==> config.mk <==
export PLATFORM = sky130hd
export DESIGN_NAME = async_serial_config_routing
export DESIGN_NICKNAME = d
export VERILOG_FILES = /design/src/serial_route_pkg.sv /design/src/irq_priority_select.sv /design/src/async_serial_config_routing.sv
export SDC_FILE = /design/constraint.sdc
export NUM_CORES = 1
export LEC_CHECK = 0
export BUFFER_PORTS_ARGS = -buffer_cell sky130_fd_sc_hd__buf_4
export CAP_MARGIN = 5
export CORE_ASPECT_RATIO = 0.7
export CORE_UTILIZATION = 35
export DETAILED_ROUTE_END_ITERATION = 10
export SLEW_MARGIN = 0
export SYNTH_ARGS = -nofsm -noshare
export SYNTH_HDL_FRONTEND = slang
export SYNTH_SLANG_ARGS = --single-unit
==> constraint.sdc <==
create_clock -name pclk -period 1.5 [get_ports pclk]
set_input_delay 0.15 -clock pclk [delete_from_list [all_inputs] [get_ports pclk]]
set_output_delay 0.15 -clock pclk [all_outputs]
set_load 0.01 [all_outputs]
==> src/serial_route_pkg.sv <==
/*
 * serial_route_pkg: register map, field positions and reset values for the
 * async serial configuration and routing block.
 * assumes: 32-bit APB, one register per aligned word.
 */
package serial_route_pkg;
    // ------------------------------------------------------------
    // register map
    // ------------------------------------------------------------
    localparam logic [15:0] SERIAL_CLOCK_MODEM_SELECT_OFFSET = 16'hF836;
    // printed offset is not a multiple of four: byte address = 4 * index
    localparam logic [17:0] SERIAL_CLOCK_MODEM_SELECT_ADDR   =
        {SERIAL_CLOCK_MODEM_SELECT_OFFSET, 2'b00};
    localparam logic [17:0] ROUTE_STATUS_ADDR               = 18'h3FFF0;
    localparam logic [7:0]  SERIAL_CLOCK_MODEM_SELECT_RESET = 8'h00;
    localparam logic [7:0]  CFG_WRITABLE_MASK               = 8'hC7;
    // synchroniser reset: clock levels low, active-low modem lines idle high
    localparam logic [17:0] PIN_SYNC_IDLE                   = 18'h0FFFF;
    // ------------------------------------------------------------
    // field positions
    // ------------------------------------------------------------
    localparam int CHAN1_MODEM_INTERNAL_BIT    = 7;
    localparam int CHAN0_MODEM_INTERNAL_BIT    = 6;
    localparam int SYNC_BAUD_CLOCK_SELECT_BIT  = 2;
    localparam int CHAN1_BAUD_CLOCK_SELECT_BIT = 1;
    localparam int CHAN0_BAUD_CLOCK_SELECT_BIT = 0;
    // interrupt source encodings: none first, then highest priority first
    typedef enum logic [2:0] {
        SRC_NONE,
        SRC_LINE_STATUS,
        SRC_RX_FULL,
        SRC_TX_EMPTY,
        SRC_MODEM
    } irq_source_type;
endpackage

==> src/irq_priority_select.sv <==
/*
 * irq_priority_select: fixed priority choice among a channel's four
 * status signals; the output level equals the chosen status signal.
 * assumes: status inputs are synchronous to pclk.
 */
`timescale 1ns/1ns
module irq_priority_select
    import serial_route_pkg::*;
(
    // clock and reset
    input  wire logic           pclk,
    input  wire logic           presetn,
    // status signals
    input  wire logic           line_status,
    input  wire logic           rx_full,
    input  wire logic           tx_empty,
    input  wire logic           modem_status,
    // result
    output irq_source_type      source,
    output logic                irq
);
    irq_source_type source_r;
    irq_source_type source_nxt;
    logic           irq_r;
    logic           irq_nxt;

    always_comb
    begin
        if (line_status)
            source_nxt = SRC_LINE_STATUS;
        else if (rx_full)
            source_nxt = SRC_RX_FULL;
        else if (tx_empty)
            source_nxt = SRC_TX_EMPTY;
        else if (modem_status)
            source_nxt = SRC_MODEM;
        else
            source_nxt = SRC_NONE;
        unique case (source_nxt)
            SRC_LINE_STATUS: irq_nxt = line_status;
            SRC_RX_FULL:     irq_nxt = rx_full;
            SRC_TX_EMPTY:    irq_nxt = tx_empty;
            SRC_MODEM:       irq_nxt = modem_status;
            default:         irq_nxt = 1'b0;
        endcase
    end

    always_ff @(posedge pclk or negedge presetn)
    begin
        if (!presetn)
        begin
            source_r <= SRC_NONE;
            irq_r    <= 1'b0;
        end
        else
        begin
            source_r <= source_nxt;
            irq_r    <= irq_nxt;
        end
    end

    assign source = source_r;
    assign irq    = irq_r;

    property p_irq_follows;
        @(posedge pclk) disable iff (!presetn)
        1'b1 |=> irq == ($past(line_status) | $past(rx_full) | $past(tx_empty)
                         | $past(modem_status));
    endproperty
    a_irq_follows: assert property (p_irq_follows)
        else $error("interrupt does not follow selected status");

    property p_line_first;
        @(posedge pclk) disable iff (!presetn)
        line_status |=> source == SRC_LINE_STATUS;
    endproperty
    a_line_first: assert property (p_line_first)
        else $error("line status not given top priority");

    property p_modem_last;
        @(posedge pclk) disable iff (!presetn)
        (modem_status && !line_status && !rx_full && !tx_empty) |=> source == SRC_MODEM;
    endproperty
    a_modem_last: assert property (p_modem_last)
        else $error("modem status not selected when alone");
endmodule

==> src/async_serial_config_routing.sv <==
/*
 * async_serial_config_routing: configuration register and signal routing
 * for two async serial channels and the sync serial unit's baud clock.
 * assumes: APB master on pclk; pins arrive asynchronously; baud clock
 * selection is a data mux of sampled levels, not a glitch-free clock mux.
 */
// Added by the designer: the APB register port.
// Operation
// - channel interrupts go only to interrupt controller; here they are also readable in status register bits 1:0
// - interrupt equals status chosen by priority
// - channel zero pins shared with port signals
// - bit 7 routes channel one modem inputs
// - bit 1 picks channel one baud clock
`timescale 1ns/1ns
module async_serial_config_routing
    import serial_route_pkg::*;
(
    // apb slave
    input  wire logic        pclk,
    input  wire logic        presetn,
    input  wire logic        psel,
    input  wire logic        penable,
    input  wire logic        pwrite,
    input  wire logic [17:0] paddr,
    input  wire logic [31:0] pwdata,
    output logic             pready,
    output logic             pslverr,
    output logic [31:0]      prdata,
    // clock sources
    input  wire logic        internal_serial_clock,
    input  wire logic        external_comm_clock_pin,
    output logic             chan0_baud_clock,
    output logic             chan1_baud_clock,
    output logic             sync_baud_clock,
    // modem inputs: pins and internal loop sources, {dcd,ri,dsr,cts}
    input  wire logic [3:0]  chan0_modem_pins_n,
    input  wire logic [3:0]  chan0_modem_loop_n,
    input  wire logic [3:0]  chan1_modem_pins_n,
    input  wire logic [3:0]  chan1_modem_loop_n,
    output logic [3:0]       chan0_modem_in_n,
    output logic [3:0]       chan1_modem_in_n,
    // channel status, same clock
    input  wire logic [3:0]  chan0_status,
    input  wire logic [3:0]  chan1_status,
    // to interrupt controller, also readable in status register bits 1:0
    output logic             chan0_irq,
    output logic             chan1_irq,
    // pin sharing
    input  wire logic        chan0_enable,
    input  wire logic        chan1_enable,
    input  wire logic        chan1_modem_enable,
    output logic             chan0_owns_pins,
    output logic             chan1_owns_pins,
    output logic             chan1_modem_owns_pins,
    output logic             pin_conflict
);
    // ------------------------------------------------------------
    // pin synchronisers: three stages, change counts once 2 and 3 agree
    // ------------------------------------------------------------
    localparam int SYNC_W = 18;
    logic [SYNC_W-1:0] raw;
    logic [SYNC_W-1:0] s1_r, s2_r, s3_r, clean_r;
    logic [SYNC_W-1:0] clean_nxt;

    assign raw = {external_comm_clock_pin, internal_serial_clock,
                  chan0_modem_pins_n, chan1_modem_pins_n,
                  chan0_modem_loop_n, chan1_modem_loop_n};

    always_comb
    begin
        clean_nxt = clean_r;
        for (int i = 0; i < SYNC_W; i++)
            if (s2_r[i] == s3_r[i])
                clean_nxt[i] = s3_r[i];
    end

    always_ff @(posedge pclk or negedge presetn)
    begin
        if (!presetn)
        begin
            // idle levels, so no modem line looks active just after reset
            s1_r    <= PIN_SYNC_IDLE;
            s2_r    <= PIN_SYNC_IDLE;
            s3_r    <= PIN_SYNC_IDLE;
            clean_r <= PIN_SYNC_IDLE;
        end
        else
        begin
            s1_r    <= raw;
            s2_r    <= s1_r;
            s3_r    <= s2_r;
            clean_r <= clean_nxt;
        end
    end

    logic       ext_clk_s, int_clk_s;
    logic [3:0] c0_pin_s, c1_pin_s, c0_loop_s, c1_loop_s;
    assign {ext_clk_s, int_clk_s, c0_pin_s, c1_pin_s, c0_loop_s, c1_loop_s} = clean_r;

    // ------------------------------------------------------------
    // apb register
    // ------------------------------------------------------------
    logic [7:0]  cfg_r, cfg_nxt;
    logic [31:0] prdata_r, prdata_nxt;
    logic        hit_cfg, hit_stat, access;

    assign access   = psel && penable;
    assign hit_cfg  = paddr == SERIAL_CLOCK_MODEM_SELECT_ADDR;
    assign hit_stat = paddr == ROUTE_STATUS_ADDR;
    // zero-wait slave; unmapped addresses answer with an error
    assign pready   = 1'b1;
    assign pslverr  = access && !hit_cfg && !(hit_stat && !pwrite);

    always_comb
    begin
        cfg_nxt    = cfg_r;
        prdata_nxt = prdata_r;
        if (access && pwrite && hit_cfg)
            cfg_nxt = pwdata[7:0] & CFG_WRITABLE_MASK;
        if (psel && !penable && !pwrite)
        begin
            if (hit_cfg)
                prdata_nxt = {24'h000000, cfg_r};
            else if (hit_stat)
                prdata_nxt = {26'h0000000, pin_conflict, chan1_modem_owns_pins,
                              chan1_owns_pins, chan0_owns_pins, chan1_irq, chan0_irq};
            else
                prdata_nxt = 32'h00000000;
        end
    end

    always_ff @(posedge pclk or negedge presetn)
    begin
        if (!presetn)
        begin
            cfg_r    <= SERIAL_CLOCK_MODEM_SELECT_RESET;
            prdata_r <= 32'h00000000;
        end
        else
        begin
            cfg_r    <= cfg_nxt;
            prdata_r <= prdata_nxt;
        end
    end

    assign prdata = prdata_r;

    // ------------------------------------------------------------
    // routing, registered
    // ------------------------------------------------------------
    logic [2:0] baud_r, baud_nxt;
    logic [7:0] modem_r, modem_nxt;
    logic [3:0] own_r, own_nxt;

    function automatic logic pick(input logic sel, input logic a, input logic b);
        pick = sel ? a : b;
    endfunction

    always_comb
    begin
        baud_nxt[0] = pick(cfg_r[CHAN0_BAUD_CLOCK_SELECT_BIT], int_clk_s, ext_clk_s);
        baud_nxt[1] = pick(cfg_r[CHAN1_BAUD_CLOCK_SELECT_BIT], int_clk_s, ext_clk_s);
        baud_nxt[2] = pick(cfg_r[SYNC_BAUD_CLOCK_SELECT_BIT], int_clk_s, ext_clk_s);
        modem_nxt[3:0] = cfg_r[CHAN0_MODEM_INTERNAL_BIT] ? c0_loop_s : c0_pin_s;
        modem_nxt[7:4] = cfg_r[CHAN1_MODEM_INTERNAL_BIT] ? c1_loop_s : c1_pin_s;
        // channel zero takes its pins from the port function when enabled
        own_nxt[0] = chan0_enable;
        own_nxt[1] = chan1_enable;
        own_nxt[2] = chan1_modem_enable;
        // a sync-unit/DMA user cannot be seen here; flag channel one modem
        // use without channel one, which software should not set up
        own_nxt[3] = chan1_modem_enable && !chan1_enable;
    end

    always_ff @(posedge pclk or negedge presetn)
    begin
        if (!presetn)
        begin
            baud_r  <= 3'b000;
            modem_r <= 8'hFF;
            own_r   <= 4'h0;
        end
        else
        begin
            baud_r  <= baud_nxt;
            modem_r <= modem_nxt;
            own_r   <= own_nxt;
        end
    end

    assign chan0_baud_clock      = baud_r[0];
    assign chan1_baud_clock      = baud_r[1];
    assign sync_baud_clock       = baud_r[2];
    assign chan0_modem_in_n      = modem_r[3:0];
    assign chan1_modem_in_n      = modem_r[7:4];
    assign chan0_owns_pins       = own_r[0];
    assign chan1_owns_pins       = own_r[1]; // DMA 1 must stay off meanwhile
    assign chan1_modem_owns_pins = own_r[2];
    assign pin_conflict          = own_r[3];

    // ------------------------------------------------------------
    // interrupt selection; outputs go to the controller, never to pins
    // ------------------------------------------------------------
    irq_priority_select u_irq0 (
        .pclk         (pclk),
        .presetn      (presetn),
        .line_status  (chan0_status[0]),
        .rx_full      (chan0_status[1]),
        .tx_empty     (chan0_status[2]),
        .modem_status (chan0_status[3]),
        .source       (),
        .irq          (chan0_irq)
    );

    irq_priority_select u_irq1 (
        .pclk         (pclk),
        .presetn      (presetn),
        .line_status  (chan1_status[0]),
        .rx_full      (chan1_status[1]),
        .tx_empty     (chan1_status[2]),
        .modem_status (chan1_status[3]),
        .source       (),
        .irq          (chan1_irq)
    );

    // ------------------------------------------------------------
    // checks
    // ------------------------------------------------------------
    property p_cfg_write;
        @(posedge pclk) disable iff (!presetn)
        (access && pwrite && hit_cfg) |=> cfg_r == ($past(pwdata[7:0]) & CFG_WRITABLE_MASK);
    endproperty
    a_cfg_write: assert property (p_cfg_write)
        else $error("configuration write not stored");

    property p_chan1_modem;
        @(posedge pclk) disable iff (!presetn)
        1'b1 |=> chan1_modem_in_n == ($past(cfg_r[7]) ? $past(c1_loop_s) : $past(c1_pin_s));
    endproperty
    a_chan1_modem: assert property (p_chan1_modem)
        else $error("channel one modem routing wrong");

    property p_chan0_modem;
        @(posedge pclk) disable iff (!presetn)
        1'b1 |=> chan0_modem_in_n == ($past(cfg_r[6]) ? $past(c0_loop_s) : $past(c0_pin_s));
    endproperty
    a_chan0_modem: assert property (p_chan0_modem)
        else $error("channel zero modem routing wrong");

    property p_chan1_baud;
        @(posedge pclk) disable iff (!presetn)
        1'b1 |=> chan1_baud_clock == ($past(cfg_r[1]) ? $past(int_clk_s) : $past(ext_clk_s));
    endproperty
    a_chan1_baud: assert property (p_chan1_baud)
        else $error("channel one baud source wrong");

    property p_sync_baud;
        @(posedge pclk) disable iff (!presetn)
        1'b1 |=> sync_baud_clock == ($past(cfg_r[2]) ? $past(int_clk_s) : $past(ext_clk_s));
    endproperty
    a_sync_baud: assert property (p_sync_baud)
        else $error("sync unit baud source wrong");

    property p_chan0_pins;
        @(posedge pclk) disable iff (!presetn)
        chan0_enable |=> chan0_owns_pins;
    endproperty
    a_chan0_pins: assert property (p_chan0_pins)
        else $error("channel zero did not take its pins");

    property p_conflict;
        @(posedge pclk) disable iff (!presetn)
        (chan1_modem_enable && !chan1_enable) |=> pin_conflict;
    endproperty
    a_conflict: assert property (p_conflict)
        else $error("pin conflict not flagged");

    property p_irq_only_status;
        @(posedge pclk) disable iff (!presetn)
        (chan1_status == 4'h0) |=> !chan1_irq;
    endproperty
    a_irq_only_status: assert property (p_irq_only_status)
        else $error("channel one interrupt without status");

    c_cfg_write: cover property (@(posedge pclk) access && pwrite && hit_cfg);
    c_cfg_read:  cover property (@(posedge pclk) access && !pwrite && hit_cfg);
    c_irq1:      cover property (@(posedge pclk) chan1_irq);
    c_unmapped:  cover property (@(posedge pclk) pslverr);
endmodule

==> Word-level counts from Yosys, hierarchy flattened <==
Cells that the tools add are included.
{ "word_totals": {"register_bits": 126, "inputBits": 84, "output_inout_bits": 51, "wordCells": 87} }
{ "op_classes": {"eq_ne": 28, "n_mux": 17, "reduce_logical": 14} }
{ "op_table": {"columns": ["operator", "n"], "rows": [
  ["$eq 18x18->1 const B", 2],
  ["$mux 3", 8],
  ["$eq 1x1->1", 18],
  ["$eq 3x2->1 const B", 4],
  ["$logic_and 1x1->1", 9],
  ["$mux 4", 2],
  ["$mux 8", 1],
  ["$pmux 1 s4", 2],
  ["$eq 3x1->1 const B", 2],
  ["$eq 3x3->1 const B", 2],
  ["$mux 6", 1],
  ["$logic_not 1->1", 5],
  ["$mux 1", 3]
]} }

==> Depth between registers and ports, before layout <==
{ "depth": {"depth_word": 6, "mapped_depth": 4, "ltp_nobuf": 4} }

==> Hierarchy <==
A second synthesis with hierarchy kept.
{ "unflattened": {"hier_cells": 214, "area_unflattened_um2": 3684.8} }
{ "modules_own_cells": {"columns": ["mod", "n_inst", "cells_per_inst", "area_each_um2"], "rows": [
  ["async_serial_config_routing", 1, 192, 3399.5],
  ["irq_priority_select", 2, 11, 142.6]
]} }

==> Worst setup path after synthesis <==
No wires, ideal clock.
{ "synth_path": {"path_type": "input -> register", "from": "in paddr[0]", "to": "reg cfg_r[0]", "setup_ns": 0.125, "arrival_time_ns": 1.489, "required_time_ns": 1.375, "setup_slack_ns": -0.113, "path_stages": 4, "path_buffers": 0, "path_cell_list": "nand4b_1 or4_4 nor3_4 mux2_2"} }
{ "synth_via": {"elab_chain_cells": 2} }
{ "synth_lines": {"columns": ["item", "line_no", "source"], "rows": [
  ["from (decl)", "async_serial_config_routing.sv:24", "input wire logic [17:0] paddr,"],
  ["$eq 18x18->1", "async_serial_config_routing.sv:108", "assign hit_cfg = paddr == SERIAL_CLOCK_MODEM_SELECT_ADDR;"],
  ["$logic_and 1x1->1", "async_serial_config_routing.sv:118", "if (access && pwrite && hit_cfg)"],
  ["to (signal assigned)", "async_serial_config_routing.sv:141", "cfg_r <= cfg_nxt;"],
  ["to (decl)", "async_serial_config_routing.sv:103", "logic [7:0] cfg_r, cfg_nxt;"]
]} }
No other way between the ends.
A chain may end at the register's enable or synchronous reset.

==> Worst setup path in the final report <==
{ "layout_path": {"from": "in paddr[0]", "to": "out pslverr"} }
{ "layout_via": {"elab_chain_cells": 4, "word_cells_on_any_way": 7} }
{ "layout_lines": {"columns": ["item", "line_no", "source"], "rows": [
  ["$eq 18x18->1 (on tied branches)", "async_serial_config_routing.sv:108, async_serial_config_routing.sv:109", null],
  ["$logic_not 1->1 / $logic_and 1x1->1 (equally long branches)", "async_serial_config_routing.sv:112", "assign pslverr = access && !hit_cfg && !(hit_stat && !pwrite);"],
  ["$logic_and 1x1->1 / $logic_not 1->1 (equally long branches)", "async_serial_config_routing.sv:112", null],
  ["$logic_and 1x1->1 (*)", "async_serial_config_routing.sv:112", null],
  ["to (decl)", "async_serial_config_routing.sv:27", "output logic pslverr,"]
]} }
Every way passes the cells marked *; elsewhere a longest branch is shown, timed or not.

==> metrics.md <==
| Metric | Value |
|---|---|
| Reg clk slew, reported paths | 0.06 ns |
| Clk_skew | 0.005813 ns |
| Rows | 29 |
| Dpl ws | -0.2520 ns |
| Layout cells sized above 1 | 59.15% |
| Total power | 5822 uW |
| Skew-Pair Late Insertion Delay | 0.34 ns |
| Core ar. | 9325 um2 |
| Worst-margin pin slew | approximately 0.54 ns |
| Vias | 1885 |
| Placed Cells | around 410 |
| Crit path required time | 1.35 ns |
| Post-Synth Adder-Cell Area | 5.223% |
| Mean post-synth cell area | 17.60 um2 |
| DP HPWL | 3.674 mm |
| Vias per cell | 4.170 |
| Die width | about 120 um |
| P_leak | 0.002121 uW |
| Vias in the first global route | 1992 |
| Crit Path Class | in2out |
| Worst VDD drop | 722.3 uV |
| Iteration-0 DRC Markers | 68 |
| Slew HR | 63.74% |
| Slowest cell on crit path | or4_4 |
| Ant diodes | 0 |
| Synthesis-stage register bit count | 102 |
| Most frequent CP cell | buf_4 |
| Longest Clk Path Bufs | 2 |
| CP cell instances | buf_4, nand4b_1, or4_4, inv_1, a21oi_1, buf_4 |
| XOR/XNOR Fraction of Synth Area | 0% |
| Status | finished, final reports clean |
| Post-Layout Cell Count | about 450 |
| Setup ws final | slightly above 0.09 ns |
| First-pass DRT Iterations | 4 |
| Port-buffer cells | between 80 and 90 |
| Routed Antenna Nets | 0 |
| Tot GR Track Use | 12.54% |
| Period utilization | a little over nine tenths |
| Metal-1 WL | ~2.6 mm |
| Crit path DAT | 1.26 ns |
| Commonest cells after routing, fill and taps aside | buf_4, dfstp_2, dfrtp_1, dlygate4sd3_1, conb_1 |
| Syn. warnings | 0 |
| First-pass GRT wire length | 9.625 mm |
| Top Ports | 135 |
| Htree depth | 3 |
| Routed WL | roughly 5.8 mm |
| Power per cell area | 1216 nW/um2 |
| Crit path max-delay family | simple AND/OR/NAND/NOR gates |
| Largest family of logic cells by synthesized area | buffers and inverters |
| TritonCTS clock tree | done |
| Worst-path fanout max | 4 |
| Slew Viols, Final | 0 |
| Die height | roughly 85 um |
| Hold Vio Cnt, Final | 0 |
| Max Used Layer | met4 |
| Peak Freq | 709.9 MHz |
| Metal3 WL | 301 um |
| Clk sinks | 102 |
| Setup violations, final | 0 |
| Worst Setup SP | paddr[0] |
| GPL Wtd Cong | just over 0.7 |
| DR WL met2 | 2.759 mm |
| Synth Area in Compound Gates | 2.430% |
| Area grow syn2layout | 38.85% |
| R2R depth | 1 |
| Element type at the critical path end | output port |
| CP max stage delay | between 0.5 and 0.6 ns |
| Post-Synth Simple-Gate Area | 4.643% |
| GR Overflow Total | 0 |
| Die area | between 10000 and 15000 um2 |
| WL/cell | 12.83 um |
| Type of the most critical hold path | in2reg |
| Post-Syn Area | between 3000 and 4000 um2 |
| Distinct cell type count after synthesis | 28 |
| Post-CTS Setup Bufs | 0 |
| Worst reg2reg startpoint | cfg_r[7] |
| Crit. path cell count | 6 |
| Final nets | around 410 |
| Largest net degree at the start of global routing | 103 |
| Max-cap viol count | 0 |
| Starting Density | a little under two fifths |
| Mux contribution to synthesized area | 5.223% |
| Sequential share of the synthesized area | 76.61% |
| Post-route minimum period | 1.409 ns |
| Residual DRC | 0 |
| Hold path depth | 2 |
| Crit path buffers/inverters | 3 |
| Min Hold Slack | 0.03234 ns |
| Cts bufs inserted | 9 |
| Most common cell after layout, fill and taps aside | buf_4 |
| Worst min-delay path startpoint | pwdata[6] |
| CTS root buffer | clkbuf_16 |
| Worst Setup Start Kind | input pin |
| Antenna violations before repair | 0 |
| RSZ-0062 raised after global routing | no |
| Mapped Cells | 196 |
## what timing repair did
action,4_1_cts,5_1_grt
hold buffers,30,0
setup endpoints to repair,0,1
hold endpoints to repair,54,0
gates resized for setup,0,1
## cell type report
cell class	instances	area (um2)
Inverter	1	3.754
Clock inverter	3	41.29
Tap cell	124	155.1
Timing Repair Buffer	119	980.9
Sequential cell	102	2643
Multi-Input combinational cell	90	704.4
Clock buffer	13	261.5
Fill cell	779	4536
## power breakdown
group / internal (uW) / switching, uW
Combinational: 255 / 181
Sequential: 3010 / 71.7
Clock: 1390 / 911
## registers in the layout, summed over array words and instances (netlist names), 3 cells and up
signal,cells
modem_r,8
baud_r,3
s1_r,18
clean_r,18
cfg_r,5
s2_r,18
prdata,8
own_r,4
s3_r,18
## cells by family (layout without fill, tap and decap cells)
kind of cell             Yosys count  in the layout
other                              2             25
AND/OR/NAND/NOR                   21             21
AO/OA/AOI/OAI                     10             10
multiplexers                      16             16
buffers and inverters             27            136
flip-flops                       102            102
adder cells (fa/ha/maj)           18             18
## cell usage after synthesis
cell / number / area share [%]
a21oi_1: 1 / 0.14
a221o_1: 3 / 0.87
a22o_1: 5 / 1.3
and2_0: 3 / 0.54
and4b_1: 1 / 0.29
buf_4: 25 / 5.4
clkbuf_1: 1 / 0.11
conb_1: 2 / 0.22
dfrtp_1: 30 / 22
dfstp_2: 72 / 55
inv_1: 1 / 0.11
maj3_1: 18 / 5.2
mux2_1: 2 / 0.65
mux2_2: 14 / 4.6
nand2_1: 2 / 0.22
nand2b_1: 1 / 0.18
nand3_1: 1 / 0.14
nand4_1: 2 / 0.36
nand4b_1: 1 / 0.25
nor2b_1: 1 / 0.18
nor3_1: 1 / 0.14
nor3_2: 2 / 0.58
nor3_4: 1 / 0.47
nor4b_1: 1 / 0.25
o21ai_0: 1 / 0.14
or3b_2: 1 / 0.25
or4_1: 2 / 0.44
or4_4: 1 / 0.33
## worst paths after layout
path	to	slack, ns
worst max-delay path	pslverr	0.09
worst min-delay path	cfg_r[6]	0.03
worst max register to register	modem_r[4]	0.54
worst min register to register	s2_r[17]	0.35
max in group asynchronous	clean_r[11]	0.67
min in group asynchronous	cfg_r[6]	0.43
## metal layers
metal / vias to the layer above / GRT usage, %
met5: - / 0
met4: 0 / 5.387
met3: 11 / 5.444
met2: 57 / 18.70
met1: 938 / 15.97
li1: 879 / -
## metrics by stage
step	setup TNS (ns)	util, %	area, um2
after floorplan	-0.1946	-	3536
after global placement	-1.539	44.83	4180
after detailed placement	-1.675	44.83	4180
after CTS	0	51.29	4783
after global routing	0	51.36	4790
final	0	51.36	4790
No activity file was read; power rests on OpenSTA's default activity.
